## src/icsc_map.vh

```
/*
  Constants for the input clock switch controller: register offsets,
  field positions, reset values and timing counts.
  Assumes inclusion by the controller, its checker and its bench.
*/
`ifndef ICSC_MAP_VH
`define ICSC_MAP_VH

`define ICSC_AW              16
`define ICSC_DW              8

`define ICSC_A_ZDM           16'h0487
`define ICSC_A_BW0           16'h0508
`define ICSC_BW_N            6
`define ICSC_A_FA_ENTRY      16'h052B
`define ICSC_A_SWCTL         16'h0536
`define ICSC_A_MODE          16'h053A
`define ICSC_A_RAMP          16'h05A6
`define ICSC_A_STATUS        16'h05F0
`define ICSC_A_INCFG         16'h0949

`define ICSC_B_ZDM           0
`define ICSC_B_FA_ENTRY      0
`define ICSC_B_ABSORB        2
`define ICSC_F_POLICY_LO     0
`define ICSC_F_POLICY_HI     1
`define ICSC_POLICY_RSVD     2'h3
`define ICSC_B_RAMP          3

`define ICSC_RST_BUF_EN      4'hF
`define ICSC_RST_RX_TYPE     4'h0
`define ICSC_RST_BW          8'h00

`define ICSC_CLK_MHZ         25
`define ICSC_HOLD_NS         400
`define ICSC_HOLD_CYC        ((`ICSC_HOLD_NS * `ICSC_CLK_MHZ) / 1000)
`define ICSC_RAMP_US         10
`define ICSC_RAMP_CYC        (`ICSC_RAMP_US * `ICSC_CLK_MHZ)

`endif

```

## src/icsc_ctrl.v

```verilog
/*
  Input clock switch controller: input buffer and receiver controls,
  switch sequencing (phase absorb, ramped switch through short holdover,
  fast acquisition on loss of lock), loop bandwidth registers.
  Assumes a plain register port on i_clock, input selection and lock
  indication arriving asynchronously from pins or other clocks.
*/
// Design decision made here: strobed register access.
`timescale 1ns/10ps
`include "icsc_map.vh"

module icsc_ctrl
(
  input  wire                   i_clock,
  input  wire                   i_rst,
  input  wire                   i_ce,
  input  wire [`ICSC_AW-1:0]    i_addr,
  input  wire [`ICSC_DW-1:0]    i_wdata,
  input  wire                   i_wr,
  input  wire                   i_rd,
  output reg  [`ICSC_DW-1:0]    o_rdata,
  input  wire [1:0]             i_sel_req,
  input  wire                   i_loss_of_lock,
  input  wire                   i_loss_of_signal,
  input  wire                   i_out_of_frequency,
  output reg  [3:0]             o_buf_en,
  output reg  [3:0]             o_rx_pulsed,
  output reg  [1:0]             o_sel_active,
  output reg                    o_holdover,
  output reg                    o_ramp_active,
  output reg                    o_phase_absorb,
  output reg                    o_fast_acq,
  output reg                    o_zero_delay_mode,
  output reg  [1:0]             o_switch_mode,
  output reg  [1:0]             o_switch_policy,
  output reg  [6*`ICSC_DW-1:0]  o_loop_bw,
  output reg                    o_loss_of_lock,
  output reg                    o_loss_of_signal,
  output reg                    o_out_of_frequency
);

  localparam ST_IDLE = 2'h0;
  localparam ST_HOLD = 2'h1;
  localparam ST_RAMP = 2'h2;
  localparam ST_STEP = 2'h3;

  // Counts fit in eight bits; cut on purpose
  localparam integer HOLD_INT = `ICSC_HOLD_CYC;
  localparam integer RAMP_INT = `ICSC_RAMP_CYC;
  localparam [7:0]   HOLD_CYC = HOLD_INT[7:0];
  localparam [7:0]   RAMP_CYC = RAMP_INT[7:0];

  // Bandwidth byte offsets, sized to the address
  localparam [15:0]  A_BW1    = `ICSC_A_BW0 + 16'h0001;
  localparam [15:0]  A_BW2    = `ICSC_A_BW0 + 16'h0002;
  localparam [15:0]  A_BW3    = `ICSC_A_BW0 + 16'h0003;
  localparam [15:0]  A_BW4    = `ICSC_A_BW0 + 16'h0004;
  localparam [15:0]  A_BW5    = `ICSC_A_BW0 + 16'h0005;

  reg  [3:0]          buf_en_r;
  reg  [3:0]          rx_type_r;
  reg                 absorb_en_r;
  reg  [1:0]          policy_r;
  reg  [1:0]          mode_r;
  reg                 ramp_en_r;
  reg                 fa_entry_r;
  reg                 zdm_r;
  reg  [`ICSC_DW-1:0] bw_r [0:`ICSC_BW_N-1];

  reg  [1:0]          sel_m_r;
  reg  [1:0]          sel_s_r;
  reg  [1:0]          sel_q_r;
  reg  [2:0]          flt_m_r;
  reg  [2:0]          flt_s_r;

  reg  [1:0]          state_r;
  reg  [1:0]          state_nxt;
  reg  [7:0]          cnt_r;
  reg  [7:0]          cnt_nxt;
  reg  [1:0]          sel_r;
  reg  [1:0]          sel_nxt;
  reg                 fa_r;
  reg                 fa_nxt;
  reg  [`ICSC_DW-1:0] rdata_nxt;

  wire                lol_s;
  wire                sel_steady;
  wire                sel_change;

  assign lol_s      = flt_s_r[0];
  // Code bits may land a cycle apart; act only on a settled code
  assign sel_steady = (sel_s_r == sel_q_r);
  // Only a change the block sees can be sequenced
  assign sel_change = sel_steady && (sel_s_r != sel_r);

  // Pins are asynchronous: two stages before any use
  always @(posedge i_clock or posedge i_rst)
  begin
    if (i_rst)
    begin
      sel_m_r <= 2'h0;
      sel_s_r <= 2'h0;
      sel_q_r <= 2'h0;
      flt_m_r <= 3'h0;
      flt_s_r <= 3'h0;
    end
    else if (i_ce)
    begin
      sel_m_r <= i_sel_req;
      sel_s_r <= sel_m_r;
      // Third stage only feeds the settle compare
      sel_q_r <= sel_s_r;
      flt_m_r <= {i_out_of_frequency, i_loss_of_signal, i_loss_of_lock};
      flt_s_r <= flt_m_r;
    end
  end

  // Control registers
  always @(posedge i_clock or posedge i_rst)
  begin
    if (i_rst)
    begin
      buf_en_r    <= `ICSC_RST_BUF_EN;
      rx_type_r   <= `ICSC_RST_RX_TYPE;
      absorb_en_r <= 1'b0;
      policy_r    <= 2'h0;
      mode_r      <= 2'h0;
      ramp_en_r   <= 1'b0;
      fa_entry_r  <= 1'b0;
      zdm_r       <= 1'b0;
    end
    else if (i_ce && i_wr)
    begin
      case (i_addr)
        `ICSC_A_INCFG:
        begin
          buf_en_r  <= i_wdata[3:0];
          rx_type_r <= i_wdata[7:4];
        end
        `ICSC_A_SWCTL:
        begin
          absorb_en_r <= i_wdata[`ICSC_B_ABSORB];
          // Reserved policy code is refused, old policy kept
          if (i_wdata[1:0] != `ICSC_POLICY_RSVD)
          begin
            policy_r <= i_wdata[1:0];
          end
        end
        `ICSC_A_MODE:
        begin
          mode_r <= i_wdata[1:0];
        end
        `ICSC_A_RAMP:
        begin
          ramp_en_r <= i_wdata[`ICSC_B_RAMP];
        end
        `ICSC_A_FA_ENTRY:
        begin
          fa_entry_r <= i_wdata[`ICSC_B_FA_ENTRY];
        end
        `ICSC_A_ZDM:
        begin
          zdm_r <= i_wdata[`ICSC_B_ZDM];
        end
        default:
        begin
          zdm_r <= zdm_r;
        end
      endcase
    end
  end

  // Bandwidth block, one byte per entry
  genvar gi;
  generate
    for (gi = 0; gi < `ICSC_BW_N; gi = gi + 1)
    begin : g_bw
      // Each byte decodes its own offset
      localparam integer BW_OFF  = `ICSC_A_BW0 + gi;
      localparam [15:0]  BW_ADDR = BW_OFF[15:0];
      always @(posedge i_clock or posedge i_rst)
      begin
        if (i_rst)
        begin
          bw_r[gi] <= `ICSC_RST_BW;
        end
        else if (i_ce && i_wr && (i_addr == BW_ADDR))
        begin
          bw_r[gi] <= i_wdata;
        end
      end
    end
  endgenerate

  // Switch sequencer
  always @*
  begin
    state_nxt = state_r;
    cnt_nxt   = cnt_r;
    sel_nxt   = sel_r;
    fa_nxt    = fa_r;
    case (state_r)
      ST_IDLE:
      begin
        fa_nxt = 1'b0;
        if (sel_change)
        begin
          if (ramp_en_r)
          begin
            state_nxt = ST_HOLD;
            cnt_nxt   = HOLD_CYC;
          end
          else
          begin
            // Frequency steps; loop pulls in at its bandwidth
            state_nxt = ST_STEP;
            cnt_nxt   = RAMP_CYC;
            sel_nxt   = sel_s_r;
          end
        end
      end
      ST_HOLD:
      begin
        // Output runs from holdover, so the input swap cannot cut a pulse
        if (cnt_r != 8'h01)
        begin
          cnt_nxt = cnt_r - 8'h01;
        end
        // A code still settling keeps the hold one more cycle
        else if (sel_steady)
        begin
          sel_nxt   = sel_s_r;
          state_nxt = ST_RAMP;
          cnt_nxt   = RAMP_CYC;
        end
      end
      ST_RAMP, ST_STEP:
      begin
        // Same ramp length as a holdover exit
        if (cnt_r == 8'h01)
        begin
          state_nxt = ST_IDLE;
        end
        else
        begin
          cnt_nxt = cnt_r - 8'h01;
        end
      end
      default:
      begin
        state_nxt = ST_IDLE;
      end
    endcase
    if (state_nxt != ST_IDLE && fa_entry_r && lol_s)
    begin
      fa_nxt = 1'b1;
    end
    else if (!lol_s)
    begin
      fa_nxt = 1'b0;
    end
  end

  always @(posedge i_clock or posedge i_rst)
  begin
    if (i_rst)
    begin
      state_r <= ST_IDLE;
      cnt_r   <= 8'h00;
      sel_r   <= 2'h0;
      fa_r    <= 1'b0;
    end
    else if (i_ce)
    begin
      state_r <= state_nxt;
      cnt_r   <= cnt_nxt;
      sel_r   <= sel_nxt;
      fa_r    <= fa_nxt;
    end
  end

  // Read mux; unmapped offsets read zero
  always @*
  begin
    rdata_nxt = 8'h00;
    if (i_rd)
    begin
      case (i_addr)
        `ICSC_A_INCFG:    rdata_nxt = {rx_type_r, buf_en_r};
        `ICSC_A_SWCTL:    rdata_nxt = {5'h00, absorb_en_r, policy_r};
        `ICSC_A_MODE:     rdata_nxt = {6'h00, mode_r};
        `ICSC_A_RAMP:     rdata_nxt = {4'h0, ramp_en_r, 3'h0};
        `ICSC_A_FA_ENTRY: rdata_nxt = {7'h00, fa_entry_r};
        `ICSC_A_ZDM:      rdata_nxt = {7'h00, zdm_r};
        `ICSC_A_STATUS:   rdata_nxt = {1'b0, fa_r, state_r, 2'h0, sel_r};
        `ICSC_A_BW0:      rdata_nxt = bw_r[0];
        A_BW1:            rdata_nxt = bw_r[1];
        A_BW2:            rdata_nxt = bw_r[2];
        A_BW3:            rdata_nxt = bw_r[3];
        A_BW4:            rdata_nxt = bw_r[4];
        A_BW5:            rdata_nxt = bw_r[5];
        default:          rdata_nxt = 8'h00;
      endcase
    end
  end

  // Outputs all from flops
  always @(posedge i_clock or posedge i_rst)
  begin
    if (i_rst)
    begin
      o_rdata            <= 8'h00;
      o_buf_en           <= `ICSC_RST_BUF_EN;
      o_rx_pulsed        <= `ICSC_RST_RX_TYPE;
      o_sel_active       <= 2'h0;
      o_holdover         <= 1'b0;
      o_ramp_active      <= 1'b0;
      o_phase_absorb     <= 1'b0;
      o_fast_acq         <= 1'b0;
      o_zero_delay_mode  <= 1'b0;
      o_switch_mode      <= 2'h0;
      o_switch_policy    <= 2'h0;
      o_loop_bw          <= {(6*`ICSC_DW){1'b0}};
      o_loss_of_lock     <= 1'b0;
      o_loss_of_signal   <= 1'b0;
      o_out_of_frequency <= 1'b0;
    end
    else if (i_ce)
    begin
      o_rdata            <= rdata_nxt;
      o_buf_en           <= buf_en_r;
      o_rx_pulsed        <= rx_type_r;
      o_sel_active       <= sel_nxt;
      o_holdover         <= (state_nxt == ST_HOLD);
      o_ramp_active      <= (state_nxt == ST_RAMP);
      // Absorb only inside a seen switch; off gives gradual phase walk
      // Loop bandwidth paces that walk; nothing here shapes it
      o_phase_absorb     <= absorb_en_r & ~zdm_r & (state_nxt != ST_IDLE);
      o_fast_acq         <= fa_nxt;
      o_zero_delay_mode  <= zdm_r;
      o_switch_mode      <= mode_r;
      o_switch_policy    <= policy_r;
      o_loop_bw          <= {bw_r[5], bw_r[4], bw_r[3],
                             bw_r[2], bw_r[1], bw_r[0]};
      // Monitors are set for gaps upstream; faults pass through as given
      o_loss_of_lock     <= lol_s;
      o_loss_of_signal   <= flt_s_r[1];
      o_out_of_frequency <= flt_s_r[2];
    end
  end

endmodule

```

## config.mk

```make
export PLATFORM = sky130hd
export DESIGN_NAME = icsc_ctrl
export DESIGN_NICKNAME = d
export VERILOG_FILES = /design/src/icsc_ctrl.v
export VERILOG_INCLUDE_DIRS = /design/src
export SDC_FILE = /design/constraint.sdc
export NUM_CORES = 1
export LEC_CHECK = 0
export BUFFER_PORTS_ARGS = -buffer_cell sky130_fd_sc_hd__buf_2
export CORE_AREA = 2 2 157 113
export CTS_CLUSTER_DIAMETER = 120
export CTS_CLUSTER_SIZE = 28
export DETAILED_ROUTE_END_ITERATION = 7
export DIE_AREA = 0 0 159 115
export GPL_ROUTABILITY_DRIVEN = 0
export PLACE_DENSITY = 0.75
export RECOVER_POWER = 50
export SYNTH_ARGS = -nofsm -noshare
export SYNTH_HDL_FRONTEND = slang
export SYNTH_SLANG_ARGS = --single-unit
```

## constraint.sdc

```tcl
create_clock -name i_clock -period 4.8 [get_ports i_clock]
set_clock_uncertainty 0.2 [all_clocks]
set_input_delay 0.24 -clock i_clock [delete_from_list [all_inputs] [get_ports i_clock]]
set_output_delay 0.24 -clock i_clock [all_outputs]
set_load 0.02 [all_outputs]
```

==> impl_metrics.py <==
metrics = {
    "detailed_routing": {
        "vias_per_cell": 5.77,
        "detail_route.wl_per_cell_um": 20.8,
        "drcViolationCount": 0,
        "ant_nets": 0,
        "first_pass_iters": 5,
        "first_iter_violations": 534,
        "wirelength_um": 19200,
        "vias": 5327,
    },
    "clocking": {
        "postCtsHoldBufs": 11,
        "max-clock-path-buffers": 2,
        "cts_root_buffer": "clkbuf_16",
        "cts_tree": "yes",
        "cts_htree_levels": 4,
        "clk_pin_slew_ps": 60,
        "clkSinkCount": 164,
        "clock_latency_ps": 420,
        "post_cts_resized": 0,
        "cts_setup_buffers": 0,
        "cts_buffers": 17,
    },
    "logic_synthesis": {
        "ys_seq_area_share_pct": 55.5,
        "synth-main-ff-cell": "dfrtp_1",
        "synth_compound_area_share_pct": 8.59,
        "async_reset_ff_share_pct": 100,
        "synth_nets": 597,
        "synth_xor_area_share_pct": 0.591,
        "synthTopCellsByArea": "dfrtp_1 53%, mux2_2 22%, dfstp_2 2.8%",
        "yosys.area_share.simple_pct": 10.7,
        "muxShareOfSynthArea_pct": 22.6,
        "syn_area_sq_um": 7410,
        "synth_cell_types": 65,
        "synth.largest_area_cell": "dfrtp_1",
        "synth_top_area_share_pct": 52.6,
        "avgSynthCellArea_sq_um": 13.2,
        "yosys.area_share.adder_pct": 0.337,
        "synth_top_family_by_area": "multiplexers",
        "synth_edf_count": 0,
        "ys_ff_latch": 164,
        "ys.warnings.count": 0,
        "syn_inst": 561,
    },
    "cells_and_area": {
        "final_cell_mix": "156 x dfrtp_1, 147 x mux2_2, 79 x clkbuf_1",
        "nets": 716,
        "drive_above_1_share_pct": 33.9,
        "mostFrequentLayoutCell": "dfrtp_1",
        "syn_to_final_growth_pct": 18.6,
        "finalCoreUtilization_pct": 52.3,
        "fin_cells": 923,
    },
    "floorplan": {
        "fp.dieW_um": 159,
        "core-area_sq_um": 16800,
        "fp.dieH_um": 115,
        "start_util_pct": 44.1,
        "die-area_sq_um": 18300,
        "rows": 40,
        "io_pins": 112,
    },
    "grt": {
        "grt_max_degree": 165,
        "grt_usage_pct": 21.9,
        "antenna_found_initial": 1,
        "overflow": 0,
        "first_global_vias": 5560,
        "grt_first_pass_wirelength_um": 30900,
    },
    "sta": {
        "slew_viol_final": 165,
        "tightest_slew_ps": 2220,
        "hold_ws_ps": 26.2,
        "period_share_pct": 59.3,
        "slew-limit-headroom_pct": -48.0,
        "setup-violations-final": 0,
        "clock.fmax_mhz": 351,
        "fin_setup_tns_ps": 0,
        "rsz0062_at_grt": "false",
        "finalHoldViolCount": 0,
        "period_minus_slack_ps": 2850,
    },
    "min_path": {
        "hold_depth": 3,
        "worstHoldPathType": "in -> reg",
    },
    "place": {
        "port_buffers": 111,
        "dp_hpwl_um": 13700,
        "dp_cells": 881,
    },
    "power": {
        "power_density_nw_per_um2": 378,
        "leakagePower_uw": 0.00396,
        "finalPower_uw": 3330,
        "ir_drop_v": 0.000222,
    },
    "worst_setup_path": {
        "rr_worst_depth": 8,
        "cp-end-kind": "register",
        "crit_type": "reg -> reg",
        "start_kind": "register",
        "cp-endpoint": "o_sel_active[1]$_DFFE_PP0P_",
        "arrival_ps": 2950,
        "critical_path_peak_fanout": 5,
        "required_ps": 4910,
        "reg2reg_to": "o_sel_active[1]$_DFFE_PP0P_",
        "startpoint": "cnt_r[1]$_DFFE_PP0P_",
        "r2r_start": "cnt_r[1]$_DFFE_PP0P_",
        "r2r_setup_slack_ps": 1950,
    },
    "status": {
        "status": "finished, violations left",
        "violations": "capacitance limit, slew limit",
    },
    "flow_run": {
        "drv_cap": 1,
    },
}
[sequential cells by signal, indices dropped and copies added (netlist names), 3 cells and up]
register / count
buf_en_r: 4
bw_r: 48
cnt_r: 8
flt_m_r: 3
flt_s_r: 3
o_buf_en: 4
o_loop_bw: 48
o_rdata: 8
o_rx_pulsed: 4
rx_type_r: 4
[Yosys cell counts, drive strengths merged (2+ instances only)]
cell,number
a22o,6
a222oi,5
o21ai,15
buf,5
a211oi,2
inv,8
nand2,19
and2,5
nor4,4
dfrtp,156
a21oi,6
nand2b,4
a32o,2
a31oi,3
xnor2,3
xor2,2
a221oi,6
nor2,32
nor3b,4
a32oi,2
nor3,18
nor4b,4
nor4bb,3
o211a,6
and3,3
a22oi,11
or3,2
o2bb2ai,6
ha,2
clkbuf,19
o21a,3
nand4,5
nor2b,4
nand3,8
nand4b,4
o41ai,3
dfstp,8
mux2,148
[worst max-delay path: stages, from the launching register on]
cell and delay [ps]:
dfrtp_1 410, inv_1 100, ha_1 140, nor4b_1 360, nand2_1 170, a21oi_1 200, o21ai_0 300, nor3_1 470
mux2_2 380
[how the worst min path moves through the flow]
stage	slack, ps	to	start
2_1_floorplan	180	policy_r[1]$_DFFE_PP0P_	i_wdata[1]
3_5_place_dp	280	flt_m_r[0]$_DFFE_PP0P_	i_loss_of_lock
5_1_grt	20	bw_r[3]$_DFFE_PP0P_	i_wdata[3]
4_1_cts	5	zdm_r$_DFFE_PP0P_	i_wdata[0]
6_report	30	zdm_r$_DFFE_PP0P_	i_wdata[0]
3_3_place_gp	270	flt_m_r[1]$_DFFE_PP0P_	i_loss_of_signal
[logic make-up (layout without fill, tap and decap cells)]
| logic type | after synthesis | after routing |
|---|---|---|
| DFF | 164 | 164 |
| muxes | 149 | 149 |
| and+or+nand+nor | 125 | 125 |
| AOI/OAI and AO/OA | 84 | 84 |
| buffers and inverters | 32 | 162 |
| xor gates and xnor gates | 5 | 5 |
| adders and majority gates | 2 | 2 |
| other | 0 | 1 |
[metal layers]
layer	wire length (um)	part of all wire (%)	track usage (%)	vias to the layer above
li1	-	-	-	2348
met1	8830	46	30.6	2715
met2	8680	45	33.7	232
met3	1380	7.2	5.99	32
met4	352	1.8	6.61	0
met5	0	0	0	-
[layout make-up]
type / instances / area (sq um)
fill: 1467 / 8020
sequential: 164 / 4110
multi-input combinational: 365 / 3180
timing repair buffer: 124 / 584
clock buffer: 18 / 439
tap: 231 / 289
clock inverter: 12 / 154
inverter: 8 / 33.8
antenna: 1 / 2.50
[report_power, final]
part / internal, uW / leakage [uW] / switching (uW)
Combinational: 155 / 0.00149 / 233
Sequential: 1460 / 0.00219 / 103
Clock: 827 / 0.000284 / 552
Total: 2440 / 0.00396 / 889
[stage by stage]
stage | instance area, sq um | setup slack (ps)
4_1_cts | 8900 | 2070
2_1_floorplan | 7420 | 2280
3_3_place_gp | 8200 | 1930
5_1_grt | 8790 | 1610
6_report | 8790 | 1950
3_5_place_dp | 8200 | 1710
Power figures use the tool's default switching activity.
